## config.mk

```make
export PLATFORM = sky130hd
export DESIGN_NAME = irc_top
export DESIGN_NICKNAME = d
export VERILOG_FILES = /design/src/rtl/irc_pkg.sv /design/src/rtl/irc_prescaler.sv /design/src/rtl/irc_top.sv
export SDC_FILE = /design/constraint.sdc
export NUM_CORES = 1
export LEC_CHECK = 0
export ABC_AREA = 0
export BUFFER_PORTS_ARGS = -buffer_cell sky130_fd_sc_hd__buf_2
export CORE_MARGIN = 8
export CORE_UTILIZATION = 53
export DETAILED_ROUTE_END_ITERATION = 8
export HOLD_SLACK_MARGIN = 0.1
export PLACE_DENSITY = 0.9
export SYNTH_ARGS = -nofsm -noshare
export SYNTH_HDL_FRONTEND = slang
export SYNTH_SLANG_ARGS = --single-unit
```

## constraint.sdc

```tcl
create_clock -name clk_sys_i -period 3.15 [get_ports clk_sys_i]
set_clock_uncertainty 0.05 [all_clocks]
set_input_delay 0 -clock clk_sys_i [delete_from_list [all_inputs] [get_ports clk_sys_i]]
set_output_delay 0 -clock clk_sys_i [all_outputs]
set_load 0.005 [all_outputs]
```

## src/rtl/irc_pkg.sv

```systemverilog
// What this block does
// - Enable bit starts counter on count clock.
// - First compare after enable uses low width.
// - Low match: irq, clear counter, select high.
// - High match: irq, clear, select low, repeat.
// - Every compare match inverts carrier level.
// - Carrier stays default until first match.
// - Carrier period is N plus M plus two.
// - High phase lasts M plus one clocks.
// - Companion irq synchronised to count clock.
// - Gating event copies buffer into active bit.
// - Active bit one gates carrier onto pin.
// - Pin output starts at carrier rising edge.
// - Clearing active never shortens a high pulse.
// - Inactive and no high phase: pin low.
// - High width write while running: effective after three count clocks.
// - Pin per remote enable and buffer table.
// - Copy on second clock after gating event.
package irc_pkg;
   localparam logic [7:0]  IRC_ADDR_CTRL    = 8'h00;
   localparam logic [7:0]  IRC_ADDR_LOW     = 8'h04;
   localparam logic [7:0]  IRC_ADDR_HIGH    = 8'h08;
   localparam logic [7:0]  IRC_ADDR_CARRIER = 8'h0c;
   localparam logic [7:0]  IRC_ADDR_STATUS  = 8'h10;
   localparam int          IRC_CTRL_RUN     = 0;
   localparam int          IRC_CTRL_CKS_LSB = 4;
   localparam int          IRC_CAR_BUF      = 0;
   localparam int          IRC_CAR_ACT      = 1;
   localparam int          IRC_CAR_RMT      = 2;
   localparam int          IRC_ST_CARRIER   = 8;
   localparam int          IRC_ST_PIN       = 9;
   localparam int          IRC_ST_SELHIGH   = 10;
   localparam logic [7:0]  IRC_CMP_RST      = 8'h01;
   localparam int          IRC_HIGH_LOAD_CLKS = 3;
   localparam int          IRC_XFER_CLKS    = 2;
   localparam logic [1:0]  IRC_HTRANS_NONSEQ = 2'h2;
   localparam logic [2:0]  IRC_HSIZE_WORD   = 3'h2;

   typedef struct packed {
      logic        run;
      logic [2:0]  cks;
      logic [7:0]  low_cmp;
      logic [7:0]  high_cmp;
      logic        high_wr;
      logic        buf_bit;
      logic        rmt_en;
   } irc_cfg_t;

   typedef struct packed {
      logic [7:0]  count;
      logic        carrier;
      logic        sel_high;
      logic        active;
      logic        pin;
   } irc_stat_t;

   typedef enum logic [2:0] {
      IRC_IDLE = 3'b001,
      IRC_LOW  = 3'b010,
      IRC_HIGH = 3'b100
   } irc_state_t;
endpackage

```

## src/rtl/irc_prescaler.sv

```systemverilog
`timescale 1ns/1ps
module irc_prescaler
   import irc_pkg::*;
#(
   parameter int SEL_W = 3
)(
   input  wire logic             clk_sys_i,  // System clock.
   input  wire logic             nrst_i,     // Asynchronous reset, active low.
   input  wire logic             run_i,      // Counting enabled.
   input  wire logic [SEL_W-1:0] sel_i,      // Divide by two to the power sel.
   output logic                  tick_o      // One-cycle count clock pulse.
);
   logic [(1<<SEL_W)-1:0] div_r;
   logic [(1<<SEL_W)-1:0] mask;

   assign mask   = ((1<<SEL_W)'(1) << sel_i) - (1<<SEL_W)'(1);
   assign tick_o = run_i && ((div_r & mask) == '0);

   // Restarting from zero on every enable keeps the first tick one clock after start.
   always_ff @(posedge clk_sys_i or negedge nrst_i)
   begin
      if (!nrst_i)
         div_r <= '0;
      else if (!run_i)
         div_r <= '0;
      else
         div_r <= div_r + (1<<SEL_W)'(1);
   end
endmodule

```

## src/rtl/irc_top.sv

```systemverilog
// Chosen here: the register offsets and register access over AHB-Lite.
`timescale 1ns/1ps
module irc_top
   import irc_pkg::*;
#(
   parameter int CNT_W = 8
)(
   input  wire logic        clk_sys_i,             // System clock, 40 MHz.
   input  wire logic        nrst_i,                // Asynchronous reset, active low.
   input  wire logic        hsel,                  // AHB slave select.
   input  wire logic [31:0] haddr,                 // AHB address.
   input  wire logic [1:0]  htrans,                // AHB transfer type.
   input  wire logic        hwrite,                // AHB write.
   input  wire logic [2:0]  hsize,                 // AHB size.
   input  wire logic [31:0] hwdata,                // AHB write data.
   input  wire logic        hready,                // AHB bus ready.
   output logic [31:0]      hrdata,                // AHB read data.
   output logic             hreadyout,             // AHB slave ready.
   output logic             hresp,                 // AHB response, always OKAY.
   input  wire logic        companion_match_irq_i, // Companion counter interrupt.
   output logic             compare_match_irq_o,   // Pulse on every compare match.
   output logic             sync_gating_event_o,   // Pulse on synchronised gating event.
   output logic             timer_output_pin_o     // Carrier output pin.
);
   irc_cfg_t          cfg_r;
   irc_stat_t         st;
   irc_state_t        state_r;
   logic [CNT_W-1:0]  count_r;
   logic [CNT_W-1:0]  high_eff_r;
   logic [1:0]        high_wait_r;
   logic              high_pend_r;
   logic              carrier_r;
   logic              active_r;
   logic              pin_r;
   logic              tick;
   logic              match;
   logic [CNT_W-1:0]  cmp_val;
   logic              comp_s1_r;
   logic              comp_s2_r;
   logic              comp_s3_r;
   logic              comp_hold_r;
   logic              gate_r;
   logic              gate_nxt;
   logic              comp_rise;
   logic [1:0]        xfer_cnt_r;
   logic              aph_wr_r;
   logic              aph_rd_r;
   logic [7:0]        aph_addr_r;
   logic [31:0]       rdata_r;
   logic              a_valid;

   function automatic logic [31:0] rd_mux(input logic [7:0] a, input irc_cfg_t c,
                                          input irc_stat_t s);
      logic [31:0] v;
      v = 32'h0;
      case (a)
         IRC_ADDR_CTRL:
         begin
            v[IRC_CTRL_RUN] = c.run;
            v[IRC_CTRL_CKS_LSB +: 3] = c.cks;
         end
         IRC_ADDR_LOW:     v[7:0] = c.low_cmp;
         IRC_ADDR_HIGH:    v[7:0] = c.high_cmp;
         IRC_ADDR_CARRIER:
         begin
            v[IRC_CAR_BUF] = c.buf_bit;
            v[IRC_CAR_ACT] = s.active;
            v[IRC_CAR_RMT] = c.rmt_en;
         end
         IRC_ADDR_STATUS:
         begin
            v[7:0] = s.count;
            v[IRC_ST_CARRIER] = s.carrier;
            v[IRC_ST_PIN]     = s.pin;
            v[IRC_ST_SELHIGH] = s.sel_high;
         end
         default:          v = 32'h0;
      endcase
      return v;
   endfunction

   irc_prescaler #(.SEL_W(3)) u_presc (
      .clk_sys_i (clk_sys_i),
      .nrst_i    (nrst_i),
      .run_i     (cfg_r.run),
      .sel_i     (cfg_r.cks),
      .tick_o    (tick)
   );

   // Bus slave: zero wait states, every access answered OKAY.
   assign a_valid   = hsel && hready && htrans[1];
   assign hreadyout = 1'b1;
   assign hresp     = 1'b0;
   assign hrdata    = rdata_r;

   always_ff @(posedge clk_sys_i or negedge nrst_i)
   begin
      if (!nrst_i)
      begin
         aph_wr_r   <= 1'b0;
         aph_rd_r   <= 1'b0;
         aph_addr_r <= 8'h00;
      end
      else
      begin
         aph_wr_r   <= a_valid && hwrite;
         aph_rd_r   <= a_valid && !hwrite;
         aph_addr_r <= haddr[7:0];
      end
   end

   // Read data is captured in the address phase, so it stands through the data phase.
   always_ff @(posedge clk_sys_i or negedge nrst_i)
   begin
      if (!nrst_i)
         rdata_r <= 32'h0;
      else if (a_valid && !hwrite)
         rdata_r <= rd_mux(haddr[7:0], cfg_r, st);
   end

   always_ff @(posedge clk_sys_i or negedge nrst_i)
   begin
      if (!nrst_i)
      begin
         cfg_r.run      <= 1'b0;
         cfg_r.cks      <= 3'h0;
         cfg_r.low_cmp  <= IRC_CMP_RST;
         cfg_r.high_cmp <= IRC_CMP_RST;
         cfg_r.high_wr  <= 1'b0;
         cfg_r.buf_bit  <= 1'b0;
         cfg_r.rmt_en   <= 1'b0;
      end
      else
      begin
         cfg_r.high_wr <= 1'b0;
         if (aph_wr_r)
         begin
            case (aph_addr_r)
               IRC_ADDR_CTRL:
               begin
                  cfg_r.run <= hwdata[IRC_CTRL_RUN];
                  cfg_r.cks <= hwdata[IRC_CTRL_CKS_LSB +: 3];
               end
               IRC_ADDR_LOW:     cfg_r.low_cmp <= hwdata[7:0];
               IRC_ADDR_HIGH:
               begin
                  cfg_r.high_cmp <= hwdata[7:0];
                  cfg_r.high_wr  <= 1'b1;
               end
               IRC_ADDR_CARRIER:
               begin
                  cfg_r.buf_bit <= hwdata[IRC_CAR_BUF];
                  cfg_r.rmt_en  <= hwdata[IRC_CAR_RMT];
               end
               default:
               begin
               end
            endcase
         end
      end
   end

   // A high width written while running takes effect after three count clocks; written while stopped, on the next clock.
   always_ff @(posedge clk_sys_i or negedge nrst_i)
   begin
      if (!nrst_i)
      begin
         high_eff_r  <= IRC_CMP_RST;
         high_pend_r <= 1'b0;
         high_wait_r <= 2'h0;
      end
      else if (cfg_r.high_wr && !cfg_r.run)
      begin
         high_eff_r  <= cfg_r.high_cmp;
         high_pend_r <= 1'b0;
      end
      else if (cfg_r.high_wr)
      begin
         high_pend_r <= 1'b1;
         high_wait_r <= 2'h0;
      end
      else if (high_pend_r && tick)
      begin
         if (high_wait_r == 2'(IRC_HIGH_LOAD_CLKS - 1))
         begin
            high_eff_r  <= cfg_r.high_cmp;
            high_pend_r <= 1'b0;
         end
         else
            high_wait_r <= high_wait_r + 2'h1;
      end
   end

   // Idle lasts one clock after enable: the first count clock is masked, and the low
   // width is always the first value compared.
   assign cmp_val = (state_r == IRC_HIGH) ? high_eff_r : cfg_r.low_cmp;
   assign match   = tick && (state_r != IRC_IDLE) && (count_r == cmp_val);

   always_ff @(posedge clk_sys_i or negedge nrst_i)
   begin
      if (!nrst_i)
         state_r <= IRC_IDLE;
      else if (!cfg_r.run)
         state_r <= IRC_IDLE;
      else
      begin
         case (state_r)
            IRC_IDLE: state_r <= IRC_LOW;
            IRC_LOW:  if (match) state_r <= IRC_HIGH;
            IRC_HIGH: if (match) state_r <= IRC_LOW;
            default:  state_r <= IRC_IDLE;
         endcase
      end
   end

   // The match clock itself counts as the last clock of a phase, hence N+1 and M+1.
   always_ff @(posedge clk_sys_i or negedge nrst_i)
   begin
      if (!nrst_i)
         count_r <= '0;
      else if (!cfg_r.run)
         count_r <= '0;
      else if (match)
         count_r <= '0;
      else if (tick && state_r != IRC_IDLE)
         count_r <= count_r + CNT_W'(1);
   end

   always_ff @(posedge clk_sys_i or negedge nrst_i)
   begin
      if (!nrst_i)
         carrier_r <= 1'b0;
      else if (!cfg_r.run)
         carrier_r <= 1'b0;
      else if (match)
         carrier_r <= !carrier_r;
   end

   // Registered so the pulse appears on the same edge as the carrier and pin change.
   always_ff @(posedge clk_sys_i or negedge nrst_i)
   begin
      if (!nrst_i)
         compare_match_irq_o <= 1'b0;
      else
         compare_match_irq_o <= match;
   end

   // Two flip-flops retime the companion interrupt; a sticky hold catches a pulse
   // that arrives between count clocks.
   always_ff @(posedge clk_sys_i or negedge nrst_i)
   begin
      if (!nrst_i)
      begin
         comp_s1_r <= 1'b0;
         comp_s2_r <= 1'b0;
         comp_s3_r <= 1'b0;
      end
      else
      begin
         comp_s1_r <= companion_match_irq_i;
         comp_s2_r <= comp_s1_r;
         comp_s3_r <= comp_s2_r;
      end
   end

   assign comp_rise = comp_s2_r && !comp_s3_r;
   assign gate_nxt  = tick && (comp_hold_r || comp_rise);

   // A rise that meets a count clock is used at once; holding it as well would
   // raise a second gating event on the next count clock.
   always_ff @(posedge clk_sys_i or negedge nrst_i)
   begin
      if (!nrst_i)
         comp_hold_r <= 1'b0;
      else if (comp_rise && !tick)
         comp_hold_r <= 1'b1;
      else if (tick)
         comp_hold_r <= 1'b0;
   end

   always_ff @(posedge clk_sys_i or negedge nrst_i)
   begin
      if (!nrst_i)
         gate_r <= 1'b0;
      else
         gate_r <= gate_nxt;
   end

   assign sync_gating_event_o = gate_r;

   // The count starts on the count clock that raises the event, so the copy lands on
   // the second count clock after it for every prescaler setting; starting one clock
   // later would cost an extra count clock when the prescaler divides by one.
   always_ff @(posedge clk_sys_i or negedge nrst_i)
   begin
      if (!nrst_i)
      begin
         xfer_cnt_r <= 2'h0;
         active_r   <= 1'b0;
      end
      else if (gate_nxt)
         xfer_cnt_r <= 2'(IRC_XFER_CLKS);
      else if (tick && xfer_cnt_r != 2'h0)
      begin
         xfer_cnt_r <= xfer_cnt_r - 2'h1;
         if (xfer_cnt_r == 2'h1)
            active_r <= cfg_r.buf_bit;
      end
   end

   // Pin follows the carrier only from a rising edge and holds a high phase to its end.
   // Once high it takes the carrier's next level, so both fall on the same edge.
   always_ff @(posedge clk_sys_i or negedge nrst_i)
   begin
      if (!nrst_i)
         pin_r <= 1'b0;
      else if (!cfg_r.rmt_en)
         pin_r <= cfg_r.buf_bit;
      else if (!cfg_r.buf_bit && !pin_r)
         pin_r <= 1'b0;
      else if (pin_r)
         pin_r <= carrier_r ^ match;
      else if (active_r && match && !carrier_r)
         pin_r <= 1'b1;
      else
         pin_r <= 1'b0;
   end

   assign timer_output_pin_o = pin_r;

   assign st.count    = count_r;
   assign st.carrier  = carrier_r;
   assign st.sel_high = (state_r == IRC_HIGH);
   assign st.active   = active_r;
   assign st.pin      = pin_r;
endmodule

```

==> results.md <==
- Status: completed
- Initial Util: 54.4%
- Initial antenna violation count: 0
- Worst Tran Pin Value: 1030 ps
- # IOs: roughly 110
- Distinct cell type count after synthesis: 60
- First-pass GRT wire length: 15800 um
- Synth async-reset ratio: 100%
- Layout Cells excl Fill: 554
- Worst hold start: companion_match_irq_i
- Rel. slew slack: 31.3%
- Cell taking the most area after synthesis: dfrtp_1
- Largest stage delay, worst path: 440 ps
- Total Neg Setup Slack: 0 ps
- DRC Markers: 0
- Number of cells after detailed placement: a little over 500
- Std cell rows: 32
- Clk_lat worst skew: 360 ps
- Crit. End Element: register
- Final Cell Area: 0.00473 mm^2
- FF-to-FF path depth: 6
- Width of the chip: 105 um
- Met2 WL post-DR: around 4300 um
- Leak Pwr: ~2.2 nW
- Synth top area share: 47.5%
- Synth top area cells: dfrtp_1, mux2_2, nand2_1, buf_4, xnor2_1
- Met1 Wirelength: 3930 um
- Hold WC Path Type: input pin to register
- Fin crit period: ~2600 ps
- Number of setup buffers added after CTS: 0
- Total Routing Usage GR: 17.5%
- CP Launch Type: register
- Final Slew Violations: 0
- Drt first pass iters: 4
- Slowest-stage cell, CP: dfrtp_1
- Antenna fix cells: 0
- Number of CTS-inserted buffers: 9
- Core ar.: around 0.0076 mm^2
- Metal3 WL: 660 um
- Max VDD drop: roughly 0.22 mV
- RSZ-0062 raised after global routing: false
- Routed WL: between 9000 and 10000 um
- CTS clk-pin slew, worst paths: about 90 ps
- Register area share after synthesis: 50.1%
- ANT nets after route: 0
- Worst EP arrival: between 2000 and 3000 ps
- Die height: 105 um
- Port buffer count: 36
- Largest net degree at the start of global routing: 84
- Syn-to-layout area delta: 13.8%
- CTS tree: done
- NumNets Final: 527
- Fin Hold WS: 225 ps
- Avg Vias per Cell: approximately 5.6
- Placement Cell Area: 0.00431 mm^2
- Placer Congestion: slightly below 0.9
- DR WL/cell: 16.4 um
- Endpoints failing setup: 0
- Yosys reg bits: 83
- GRT Residual Overflow: 0
- Layout cells sized above 1: 20.6%
- Power density cells: 431 mW/mm^2
- Vias: slightly above 3000
- Initial drt markers: between 150 and 200
- R2r startpoint: u_presc.div_r[3]
- Post-Syn Area: 0.00416 mm^2
- Fmax: roughly 0.38 GHz
- CTS max path bufs: 2
- DR top layer: met4
- Hold Vio Cnt, Final: 0
- CTS Root Cell: clkbuf_8
- CTS sink cnt: 83
- Period utilization: 83.9%
- WP data required: 3340 ps
- Ys flop type: dfrtp_1
- Hpwl dp: 6300 um
- Crit path cell chain: o41ai_1, o211ai_1, nor3_2, and4_1, mux2_4, o211a_1
- Hold Path Stages: 2
- Synthesized area per cell: 10.6 um^2
- Cells after synthesis: 394
- MaxCap Viol Count: 0
- Vias in the first global route: between 3000 and 4000
- WHS Endpoint: comp_s1_r
- EDFF count, synth: 0
- Die ar.: 0.0109 mm^2
- Reg2reg end: state_r[1]
- Setup Crit Path Kind: register to register
- Synth warn: 0
- Worst reg2reg setup slack: approximately 500 ps
- H-tree levels: 3
- Worst-path fanout max: 6
[report_power, final]
part | internal [mW] | leakage (nW) | switching [mW]
registers | 1.09 | 1.05 | 0.0195
clock network | 0.380 | 0.107 | 0.416
logic | 0.0603 | 1.01 | 0.0718
[cell usage in the layout, fill, tap and decap left out, drive strengths merged, types with 15 or more instances in the layout]
cell and instances:
nand3 16, nand2 53, conb 23, mux2 24, buf 39, o21ai 16
nor2 17, dlygate4sd3 22, dfrtp 79, xnor2 15
[cell families after synthesis]
| group | after synthesis | share of synthesized area, % |
|---|---|---|
| compound gates | 53 | 8.94 |
| xor+xnor | 21 | 4.42 |
| fa+ha+maj | 5 | 1.50 |
| buf+inv | 49 | 7.13 |
| flops | 83 | 50.1 |
| mux | 31 | 8.57 |
| other cells | 2 | 0.181 |
| simple gates | 150 | 19.2 |
[critical path: cells and delay by family, from the launching register on]
family	cells	cell delay [ps]
AO/OA/AOI/OAI	3	980
flip-flops	1	440
multiplexers	1	310
AND/OR/NAND/NOR	2	730
[Yosys cell counts, drive strengths merged (5+ instances only)]
cell type,instances
dfrtp,79
nand2,53
buf,25
mux2,24
nor2,17
nand3,16
o21ai,16
clkbuf,15
xnor2,15
nor3b,12
nor2b,10
inv,8
a21oi,7
and2,7
nor3,7
mux2i,6
nand4,6
xor2,6
a221oi,5
ha,5
[sequential cells by signal, summed over array words and instances (netlist names), 2 cells and up]
| name | cells |
|---|---|
| count_r | 8 |
| xfer_cnt_r | 2 |
| aph_addr_r | 8 |
| high_wait_r | 2 |
| hrdata | 11 |
| cfg_r | 23 |
| high_eff_r | 8 |
| u_presc.div_r | 7 |
| state_r | 3 |
[repair_timing]
item                      4_1_cts  5_1_grt
resized for setup               0        0
hold buffers                   22        0
hold endpoints to repair      116        0
[final cells by class]
| cell class | count | area (um^2) |
|---|---|---|
| clock buffer | 9 | 124 |
| clock inverter | 7 | 81.3 |
| fill | 600 | 2910 |
| inverter | 9 | 33.8 |
| multi-input combinational | 283 | 1860 |
| sequential | 83 | 2080 |
| tap | 102 | 128 |
| timing repair buffer | 61 | 425 |
[stage by stage]
| stage | utilization, % | setup slack [ps] | total power, mW |
|---|---|---|---|
| 4_1_cts | 61.9 | 536 | 2.04 |
| 3_3_place_gp | 56.3 | 639 | 1.24 |
| 6_report | 61.9 | 507 | 2.04 |
| 2_1_floorplan | - | 862 | 1.20 |
| 3_5_place_dp | 56.3 | 623 | 1.24 |
| 5_1_grt | 61.9 | 362 | 2.12 |
[routing by layer]
layer	vias to the layer above	track usage, %
li1	1438	-
met1	1525	21.7
met2	125	28.0
met3	15	5.65
met4	0	6.83
met5	-	0
[how the worst max path moves through the flow]
stage	start	endpoint	slack, ps
floorplan	u_presc.div_r[3]	state_r[1]	860
global placement	u_presc.div_r[3]	state_r[1]	640
detailed placement	u_presc.div_r[3]	state_r[1]	620
CTS	u_presc.div_r[3]	state_r[1]	540
global route	u_presc.div_r[3]	high_eff_r[5]	360
finish	u_presc.div_r[3]	state_r[1]	510
Note: power is estimated with default switching activity, not from simulation.
